## config.mk

```make
export PLATFORM = sky130hd
export DESIGN_NAME = dmr_host_flat
export DESIGN_NICKNAME = d
export VERILOG_FILES = /design/src/rtl/dmr_pkg.sv /design/src/rtl/dmr_link_if.sv /design/src/rtl/dmr_host.sv /design/src/flat_wrapper.sv
export VERILOG_INCLUDE_DIRS = /design/src /design/src/rtl
export SDC_FILE = /design/constraint.sdc
export NUM_CORES = 1
export LEC_CHECK = 0
export ABC_AREA = 1
export BUFFER_PORTS_ARGS = -buffer_cell sky130_fd_sc_hd__buf_2
export CAP_MARGIN = 20
export CORE_MARGIN = 4
export CORE_UTILIZATION = 40
export DETAILED_ROUTE_END_ITERATION = 12
export PLACE_DENSITY_LB_ADDON = 0.12
export SKIP_CTS_REPAIR_TIMING = 1
export SLEW_MARGIN = 30
export SYNTH_ARGS = -nofsm -noshare
export SYNTH_HDL_FRONTEND = slang
export SYNTH_SLANG_ARGS = --single-unit
```

## constraint.sdc

```tcl
create_clock -name aclk -period 2.41 [get_ports aclk]
set_clock_uncertainty 0.2 [all_clocks]
set_input_delay 0.482 -clock aclk [delete_from_list [all_inputs] [get_ports aclk]]
set_output_delay 0.482 -clock aclk [all_outputs]
set_load 0.03 [all_outputs]
```

## src/rtl/dmr_defs.svh

```systemverilog
`ifndef DMR_DEFS_SVH
`define DMR_DEFS_SVH

// ------------------------------------------------------------
// Mode addresses
// ------------------------------------------------------------
`define DMR_MA_W            6
`define DMR_MA_SEG_MASK     6'h11
`define DMR_MA_OSC_LOW      6'h12
`define DMR_MA_OSC_HIGH     6'h13
`define DMR_MA_UB_INVERT    6'h14

// ------------------------------------------------------------
// Reset values and field positions
// ------------------------------------------------------------
`define DMR_SEG_MASK_RST    8'h00
`define DMR_UB_INVERT_RST   8'h55
`define DMR_SEG_ROW_HI      14
`define DMR_SEG_ROW_LO      12
`define DMR_SEG_UPPER_HI    7
`define DMR_SEG_UPPER_LO    6

// ------------------------------------------------------------
// Link opcodes
// ------------------------------------------------------------
`define DMR_OP_W            3
`define DMR_OP_MRW          3'h0
`define DMR_OP_MRR          3'h1
`define DMR_OP_OSC_START    3'h2
`define DMR_OP_OSC_STOP     3'h3
`define DMR_OP_CAL_READ     3'h4
`define DMR_OP_OSC_READ     3'h5

// ------------------------------------------------------------
// Controller registers (AXI4-Lite byte offsets) and fields
// ------------------------------------------------------------
`define DMR_REG_CMD         4'h0
`define DMR_REG_STATUS      4'h4
`define DMR_REG_CONFIG      4'h8
`define DMR_REG_RESULT      4'hC
`define DMR_CMD_OP_LO       0
`define DMR_CMD_CHAN        3
`define DMR_CMD_ADDR_LO     4
`define DMR_CMD_DATA_LO     10

// ------------------------------------------------------------
// Timing
// ------------------------------------------------------------
`define DMR_LINK_HALF_CYC   8'd4

`endif

```

## src/rtl/dmr_pkg.sv

```systemverilog
package dmr_pkg;

	// Controller sequencer states
	typedef enum logic [1:0] {
		DMR_H_IDLE,
		DMR_H_ISSUE,
		DMR_H_HOLD,
		DMR_H_WAIT
	} dmr_host_fsm_t;

	// Device end state
	typedef struct packed {
		logic [19:0]      sync1;
		logic [19:0]      sync2;
		logic             clk_prev;
		logic [1:0][7:0]  seg_mask;
		logic [7:0]       ub_invert;
		logic             osc_run;
		logic [15:0]      osc_cnt;
		logic [7:0]       rsp_data;
		logic             rsp_dmi;
		logic             rsp_tog;
		logic             rsp_pend;
		logic [2:0]       beat;
		logic             seg_en;
	} dmr_dev_state_t;

	// Controller end state
	typedef struct packed {
		logic [7:0]       div_cnt;
		logic             lclk;
		logic             cs;
		logic [2:0]       op;
		logic             chan;
		logic [5:0]       addr;
		logic [7:0]       wdata;
		logic [9:0]       sync1;
		logic [9:0]       sync2;
		logic             tog_seen;
		dmr_host_fsm_t    fsm;
		logic             step;
		logic [17:0]      cmd;
		logic             busy;
		logic             done;
		logic             limit;
		logic [15:0]      result;
		logic             res_dmi;
		logic             awready;
		logic             wready;
		logic             aw_got;
		logic             w_got;
		logic [3:0]       aw_addr;
		logic [31:0]      w_data;
		logic             bvalid;
		logic [1:0]       bresp;
		logic             arready;
		logic             rvalid;
		logic [31:0]      rdata;
		logic [1:0]       rresp;
	} dmr_host_state_t;

endpackage : dmr_pkg

```

## src/rtl/dmr_link_if.sv

```systemverilog
`timescale 1ns/1ps
`default_nettype none

interface dmr_link_if;
	// Controller to device
	logic        link_clk;
	logic        cs;
	logic [2:0]  op;
	logic        chan;
	logic [5:0]  addr;
	logic [7:0]  wdata;
	// Device to controller
	logic        rsp_tog;
	logic [7:0]  rsp_data;
	logic        rsp_dmi;

	modport host (
		output link_clk, cs, op, chan, addr, wdata,
		input  rsp_tog, rsp_data, rsp_dmi
	);
	modport dev (
		input  link_clk, cs, op, chan, addr, wdata,
		output rsp_tog, rsp_data, rsp_dmi
	);
endinterface : dmr_link_if

`default_nettype wire

```

## src/rtl/dmr_host.sv

```systemverilog
`timescale 1ns/1ps
`default_nettype none
`include "dmr_defs.svh"

module dmr_host (
	// Clock and reset
	input  wire logic        aclk,
	input  wire logic        aresetn,
	// AXI4-Lite write
	input  wire logic [3:0]  s_axi_awaddr,
	input  wire logic        s_axi_awvalid,
	output var  logic        s_axi_awready,
	input  wire logic [31:0] s_axi_wdata,
	input  wire logic [3:0]  s_axi_wstrb,
	input  wire logic        s_axi_wvalid,
	output var  logic        s_axi_wready,
	output var  logic [1:0]  s_axi_bresp,
	output var  logic        s_axi_bvalid,
	input  wire logic        s_axi_bready,
	// AXI4-Lite read
	input  wire logic [3:0]  s_axi_araddr,
	input  wire logic        s_axi_arvalid,
	output var  logic        s_axi_arready,
	output var  logic [31:0] s_axi_rdata,
	output var  logic [1:0]  s_axi_rresp,
	output var  logic        s_axi_rvalid,
	input  wire logic        s_axi_rready,
	// Link to device
	dmr_link_if.host         link
);

	// ------------------------------------------------------------
	// State
	// ------------------------------------------------------------
	dmr_pkg::dmr_host_state_t s_q;
	dmr_pkg::dmr_host_state_t s_d;

	localparam dmr_pkg::dmr_host_state_t RESET_STATE = '{
		fsm: dmr_pkg::DMR_H_IDLE, awready: 1'b1, wready: 1'b1, arready: 1'b1,
		default: '0
	};

	logic       fall;
	logic       r_tog;
	logic       r_dmi;
	logic [7:0] r_data;
	logic       op_osc;

	// Falling link edge is where pins change
	assign fall   = (s_q.div_cnt == `DMR_LINK_HALF_CYC - 8'd1) && s_q.lclk;
	assign {r_tog, r_dmi, r_data} = s_q.sync2;
	assign op_osc = s_q.cmd[2:0] == `DMR_OP_OSC_READ;

	// ------------------------------------------------------------
	// Next state
	// ------------------------------------------------------------
	always_comb begin
		logic [7:0] wd;
		wd  = s_q.cmd[17:10];
		s_d = s_q;

		// Free-running divided link clock
		if (s_q.div_cnt == `DMR_LINK_HALF_CYC - 8'd1) begin
			s_d.div_cnt = 8'd0;
			s_d.lclk    = !s_q.lclk;
		end else begin
			s_d.div_cnt = s_q.div_cnt + 8'd1;
		end
		s_d.sync1 = {link.rsp_tog, link.rsp_dmi, link.rsp_data};
		s_d.sync2 = s_q.sync1;

		// AXI write: address and data in either order
		if (s_axi_awvalid && s_q.awready) begin
			s_d.aw_got  = 1'b1;
			s_d.aw_addr = s_axi_awaddr;
			s_d.awready = 1'b0;
		end
		if (s_axi_wvalid && s_q.wready) begin
			s_d.w_got  = 1'b1;
			s_d.w_data = s_axi_wdata;
			s_d.wready = 1'b0;
		end
		if (s_q.aw_got && s_q.w_got && !s_q.bvalid) begin
			s_d.bvalid = 1'b1;
			s_d.bresp  = 2'b00;
			// Unaligned offsets fall to the default and are refused
			case (s_q.aw_addr)
				`DMR_REG_CMD: begin
					// Ignored while a command is under way
					if (!s_q.busy) begin
						s_d.cmd  = s_q.w_data[17:0];
						s_d.busy = 1'b1;
						s_d.done = 1'b0;
						s_d.step = 1'b0;
						s_d.fsm  = dmr_pkg::DMR_H_ISSUE;
					end
				end
				`DMR_REG_CONFIG: s_d.limit = s_q.w_data[0];
				`DMR_REG_STATUS: begin
				end
				default: s_d.bresp = 2'b10;
			endcase
		end
		if (s_q.bvalid && s_axi_bready) begin
			s_d.bvalid  = 1'b0;
			s_d.aw_got  = 1'b0;
			s_d.w_got   = 1'b0;
			s_d.awready = 1'b1;
			s_d.wready  = 1'b1;
		end

		// AXI read
		if (s_axi_arvalid && s_q.arready) begin
			s_d.arready = 1'b0;
			s_d.rvalid  = 1'b1;
			s_d.rresp   = 2'b00;
			case (s_axi_araddr)
				`DMR_REG_CMD:    s_d.rdata = {14'h0000, s_q.cmd};
				`DMR_REG_STATUS: s_d.rdata = {30'h0000_0000, s_q.done, s_q.busy};
				`DMR_REG_CONFIG: s_d.rdata = {31'h0000_0000, s_q.limit};
				`DMR_REG_RESULT: s_d.rdata = {15'h0000, s_q.res_dmi, s_q.result};
				default: begin
					s_d.rdata = 32'h0000_0000;
					s_d.rresp = 2'b10;
				end
			endcase
		end
		if (s_q.rvalid && s_axi_rready) begin
			s_d.rvalid  = 1'b0;
			s_d.arready = 1'b1;
		end

		// Upper segments are illegal on limited densities
		if (s_q.limit && s_q.cmd[`DMR_CMD_ADDR_LO+:6] == `DMR_MA_SEG_MASK) begin
			wd[`DMR_SEG_UPPER_HI:`DMR_SEG_UPPER_LO] = 2'b00;
		end

		// Link sequencer
		case (s_q.fsm)
			dmr_pkg::DMR_H_IDLE: begin
			end
			dmr_pkg::DMR_H_ISSUE: begin
				if (fall) begin
					s_d.cs    = 1'b1;
					s_d.chan  = s_q.cmd[`DMR_CMD_CHAN];
					s_d.wdata = wd;
					// Count comes as two reads, low first
					s_d.op    = op_osc ? `DMR_OP_MRR : s_q.cmd[2:0];
					s_d.addr  = op_osc ? (s_q.step ? `DMR_MA_OSC_HIGH : `DMR_MA_OSC_LOW)
						: s_q.cmd[`DMR_CMD_ADDR_LO+:6];
					s_d.fsm   = dmr_pkg::DMR_H_HOLD;
				end
			end
			dmr_pkg::DMR_H_HOLD: begin
				if (fall) begin
					s_d.cs = 1'b0;
					if (s_q.op == `DMR_OP_MRR || s_q.op == `DMR_OP_CAL_READ) begin
						s_d.fsm = dmr_pkg::DMR_H_WAIT;
					end else begin
						s_d.busy = 1'b0;
						s_d.done = 1'b1;
						s_d.fsm  = dmr_pkg::DMR_H_IDLE;
					end
				end
			end
			dmr_pkg::DMR_H_WAIT: begin
				if (r_tog != s_q.tog_seen) begin
					s_d.tog_seen = r_tog;
					s_d.res_dmi  = r_dmi;
					if (op_osc && !s_q.step) begin
						s_d.result[7:0] = r_data;
						s_d.step        = 1'b1;
						s_d.fsm         = dmr_pkg::DMR_H_ISSUE;
					end else begin
						if (op_osc) begin
							s_d.result[15:8] = r_data;
						end else begin
							s_d.result = {8'h00, r_data};
						end
						s_d.busy = 1'b0;
						s_d.done = 1'b1;
						s_d.fsm  = dmr_pkg::DMR_H_IDLE;
					end
				end
			end
			default: s_d.fsm = dmr_pkg::DMR_H_IDLE;
		endcase
	end

	// ------------------------------------------------------------
	// Registers
	// ------------------------------------------------------------
	always_ff @(posedge aclk) begin
		if (!aresetn) begin
			s_q <= RESET_STATE;
		end else begin
			s_q <= s_d;
		end
	end

	// ------------------------------------------------------------
	// Outputs
	// ------------------------------------------------------------
	assign s_axi_awready = s_q.awready;
	assign s_axi_wready  = s_q.wready;
	assign s_axi_bvalid  = s_q.bvalid;
	assign s_axi_bresp   = s_q.bresp;
	assign s_axi_arready = s_q.arready;
	assign s_axi_rvalid  = s_q.rvalid;
	assign s_axi_rdata   = s_q.rdata;
	assign s_axi_rresp   = s_q.rresp;
	assign link.link_clk = s_q.lclk;
	assign link.cs       = s_q.cs;
	assign link.op       = s_q.op;
	assign link.chan     = s_q.chan;
	assign link.addr     = s_q.addr;
	assign link.wdata    = s_q.wdata;

endmodule : dmr_host

`default_nettype wire

```

## src/flat_wrapper.sv

```systemverilog
// flat-port wrapper written by rule: the top's interface ports become plain ports
module dmr_host_flat 
  (aclk, aresetn, s_axi_awaddr, s_axi_awvalid, s_axi_awready, s_axi_wdata, s_axi_wstrb, s_axi_wvalid, s_axi_wready, s_axi_bresp, s_axi_bvalid, s_axi_bready, s_axi_araddr, s_axi_arvalid, s_axi_arready, s_axi_rdata, s_axi_rresp, s_axi_rvalid, s_axi_rready, link_link_clk, link_cs, link_op, link_chan, link_addr, link_wdata, link_rsp_tog, link_rsp_data, link_rsp_dmi);
  dmr_link_if link_i ();
  input  wire logic aclk;
  input  wire logic aresetn;
  input  wire logic [3:0] s_axi_awaddr;
  input  wire logic s_axi_awvalid;
  output var  logic s_axi_awready;
  input  wire logic [31:0] s_axi_wdata;
  input  wire logic [3:0] s_axi_wstrb;
  input  wire logic s_axi_wvalid;
  output var  logic s_axi_wready;
  output var  logic [1:0] s_axi_bresp;
  output var  logic s_axi_bvalid;
  input  wire logic s_axi_bready;
  input  wire logic [3:0] s_axi_araddr;
  input  wire logic s_axi_arvalid;
  output var  logic s_axi_arready;
  output var  logic [31:0] s_axi_rdata;
  output var  logic [1:0] s_axi_rresp;
  output var  logic s_axi_rvalid;
  input  wire logic s_axi_rready;
  output wire logic [$bits(link_i.link_clk)-1:0] link_link_clk;
  output wire logic [$bits(link_i.cs)-1:0] link_cs;
  output wire logic [$bits(link_i.op)-1:0] link_op;
  output wire logic [$bits(link_i.chan)-1:0] link_chan;
  output wire logic [$bits(link_i.addr)-1:0] link_addr;
  output wire logic [$bits(link_i.wdata)-1:0] link_wdata;
  input wire logic [$bits(link_i.rsp_tog)-1:0] link_rsp_tog;
  input wire logic [$bits(link_i.rsp_data)-1:0] link_rsp_data;
  input wire logic [$bits(link_i.rsp_dmi)-1:0] link_rsp_dmi;
  assign link_link_clk = link_i.link_clk;
  assign link_cs = link_i.cs;
  assign link_op = link_i.op;
  assign link_chan = link_i.chan;
  assign link_addr = link_i.addr;
  assign link_wdata = link_i.wdata;
  assign link_i.rsp_tog = link_rsp_tog;
  assign link_i.rsp_data = link_rsp_data;
  assign link_i.rsp_dmi = link_rsp_dmi;
  dmr_host u_core (.aclk(aclk), .aresetn(aresetn), .s_axi_awaddr(s_axi_awaddr), .s_axi_awvalid(s_axi_awvalid), .s_axi_awready(s_axi_awready), .s_axi_wdata(s_axi_wdata), .s_axi_wstrb(s_axi_wstrb), .s_axi_wvalid(s_axi_wvalid), .s_axi_wready(s_axi_wready), .s_axi_bresp(s_axi_bresp), .s_axi_bvalid(s_axi_bvalid), .s_axi_bready(s_axi_bready), .s_axi_araddr(s_axi_araddr), .s_axi_arvalid(s_axi_arvalid), .s_axi_arready(s_axi_arready), .s_axi_rdata(s_axi_rdata), .s_axi_rresp(s_axi_rresp), .s_axi_rvalid(s_axi_rvalid), .s_axi_rready(s_axi_rready), .link(link_i));
endmodule
```

==> metrics.csv <==
metric;value;unit
drc;0;
place_inst;953;
required;2530;ps
clockBufferDepth;2;
worstPathMaxFanout;19;
period_minus_slack;1920;ps
worst_hold_slack;41.4;ps
grt_pass1_vias;4365;
htreeDepth;4;
grt_pass1_wl;21500;um
overflow;0;
synth_top_area_share;49.1;%
vias_per_cell;4.64;
end_kind;register;
drv_slew;0;
synth.distinct_cells;34;
drt_iter0_drc;314;
ys.warnings.count;0;
numCtsBuffers;17;
clkTransAtPathRegs;60;ps
status;complete, no violations;
pwr-share-seq;42.6;%
cts_tree;done;
drive_gt1_share;18.3;%
maxSlewHeadroom;64.2;%
vias;4573;
tightestPinTransition;536;ps
netSwitchingFraction;21.9;%
clkPwrFrac;51.3;%
firstDrtPassIters;5;
post-route-period-util;79.7;%
max_freq;0.521;GHz
antenna_left;0;
synth_area;5670;um2
cp.arrival;2040;ps
core_area;13900;um2
combinationalPowerShare;6.1;%
fin_nets;858;
antenna_cells;0;
rsz0062_at_grt;no;
post_drt_wl_per_cell;13.5;um
dpl.hpwl;9780;um
ys_seq_area_share;49.1;%
die_height;127;um
gp_congestion;0.859;
clkSinkCount;139;
ys_top_cells_by_area;dfxtp_1, nand2_1, nor2_1;
initial_core_util;40.9;%
finalSetupViolations;0;
final_util;47.6;%
fin_tns_setup;0;ps
grt_antenna_before_repair;0;
grt_start_max_net_pins;83;
leakagePower;0.00297;uW
io_pins;122;
place.port_buffers;87;
grt_usage;16.7;%
placed_cell_area;5930;um2
worst_setup_path_start_kind;register;
totalWireLength;13300;um
vdd_drop_max;0.485;mV
worstSetupPathType;register to register;
r2r_cells;9;
cts-root-buf;clkbuf_16;
min_path_cells;3;
num_rows;43;
switchingPower;1250;uW
area_growth;16.5;%
p_int;4460;uW
die_w;127;um
hold_viol;0;
syn_area_per_cell;7.61;um2
p_per_area;864;nW/um2
synth_largest_area_cell;dfxtp_1;
synthCells;745;
layoutNonFillerInstCount;985;
design_area;6610;um2
die_area;16100;um2
clk_latency;420;ps
synth-seq-cells;139;
hp-class;primary input to register;
cap_violations;0;
## worst max-delay path, cell delays in order, from the launching register on
cell and delay [ps]:
dfxtp_1 310, nor2_1 240, nand3_1 140, nor2_1 150, inv_1 240, buf_4 270
nand3b_1 90, nand3_1 70, nand2_1 70, inv_1 40
## area by class of cell
cell class                      instances  area [um2]
Clock buffer                           22         494
Sequential cell                       139        2780
Timing Repair Buffer                   95         508
Inverter                               67         253
Multi-Input combinational cell        472        2160
Fill cell                            1418        7270
Tap cell                              180         225
Clock inverter                         10         184
## synthesized netlist by cell type
cell,n
a21oi_1,60
a21oi_2,2
a22oi_1,8
a31oi_1,2
buf_1,1
buf_2,7
buf_4,54
buf_6,1
clkbuf_1,17
clkbuf_2,2
clkinv_1,2
clkinv_2,1
conb_1,1
dfxtp_1,139
ha_1,5
inv_1,59
inv_2,5
nand2_1,144
nand2_2,1
nand3_1,17
nand3_2,5
nand3b_1,1
nand4_1,8
nor2_1,110
nor2_2,1
nor2_4,2
nor3_1,6
o211ai_1,1
o21a_1,1
o21ai_0,77
o21ai_2,1
or2_2,2
xnor2_1,1
xor2_1,1
## cells by family after synthesis
family                   Yosys count  share of synthesized area [%]
other                              1                         0.0661
AO/OA/AOI/OAI                    152                           14.1
adder cells (fa/ha/maj)            5                           1.10
XOR/XNOR                           2                          0.309
buffers and inverters            149                           13.8
AND/OR/NAND/NOR                  297                           21.6
flip-flops                       139                           49.1
## layer usage
| metal | vias to the layer above | part of all wire, % | GRT usage, % |
|---|---|---|---|
| met1 | 2052 | 51 | 23.6 |
| met5 | - | 0 | 0 |
| met2 | 102 | 42 | 24.2 |
| met4 | 0 | 1.3 | 6.62 |
| li1 | 2404 | - | - |
| met3 | 15 | 5.2 | 4.43 |
## through the flow
| step | power, uW | setup WS (ps) |
|---|---|---|
| detailed placement | 2830 | 410 |
| floorplan | 2740 | 786 |
| CTS | 5760 | 479 |
| global placement | 2820 | 464 |
| global route | 5920 | 290 |
| finish | 5710 | 490 |
## worst paths after layout
path	from	to	slack, ps
worst max-delay path	u_core.s_q[71]	u_core.s_q[119]	490
worst min-delay path	link_rsp_data[1]	u_core.s_d[122]	40
worst max register to register	u_core.s_q[71]	u_core.s_q[119]	490
worst min register to register	u_core.s_d[126]	u_core.r_data[5]	210
## power groups by stage
stage | Combinational (uW) | Clock (uW) | Sequential [uW]
2_1_floorplan | 258 | 0 | 2480
3_3_place_gp | 341 | 0 | 2480
3_5_place_dp | 348 | 0 | 2490
4_1_cts | 349 | 2980 | 2440
5_1_grt | 395 | 3080 | 2450
6_report | 346 | 2930 | 2440
## flip-flops by register name, indices dropped and copies added (netlist names)
| name | flops |
|---|---|
| u_core.s_q | 74 |
| u_core.link.chan | 1 |
| u_core.s_axi_rvalid | 1 |
| u_core.s_d | 10 |
| u_core.link.op | 3 |
| u_core.s_axi_bvalid | 1 |
| u_core.r_tog | 1 |
| u_core.s_axi_rdata | 18 |
| u_core.r_data | 8 |
| u_core.s_axi_arready | 1 |
| u_core.s_axi_rresp | 1 |
| u_core.link.link_clk | 1 |
| u_core.s_axi_bresp | 1 |
| u_core.link.wdata | 8 |
| u_core.r_dmi | 1 |
| u_core.s_axi_awready | 1 |
| u_core.s_axi_wready | 1 |
| u_core.link.addr | 6 |
| u_core.link.cs | 1 |
## cell usage in the layout, fill, tap and decap left out, drive strengths merged, types with 5 or more instances in the layout
cell / instances
nand4: 8
clkinv: 5
buf: 95
ha: 5
a22oi: 8
dfxtp: 139
a21oi: 62
o21ai: 78
nor3: 6
nand3: 22
clkbuf: 22
bufinv: 5
inv: 65
conb: 16
nor2: 113
nand2: 145
(Power assumes the default switching activity.)
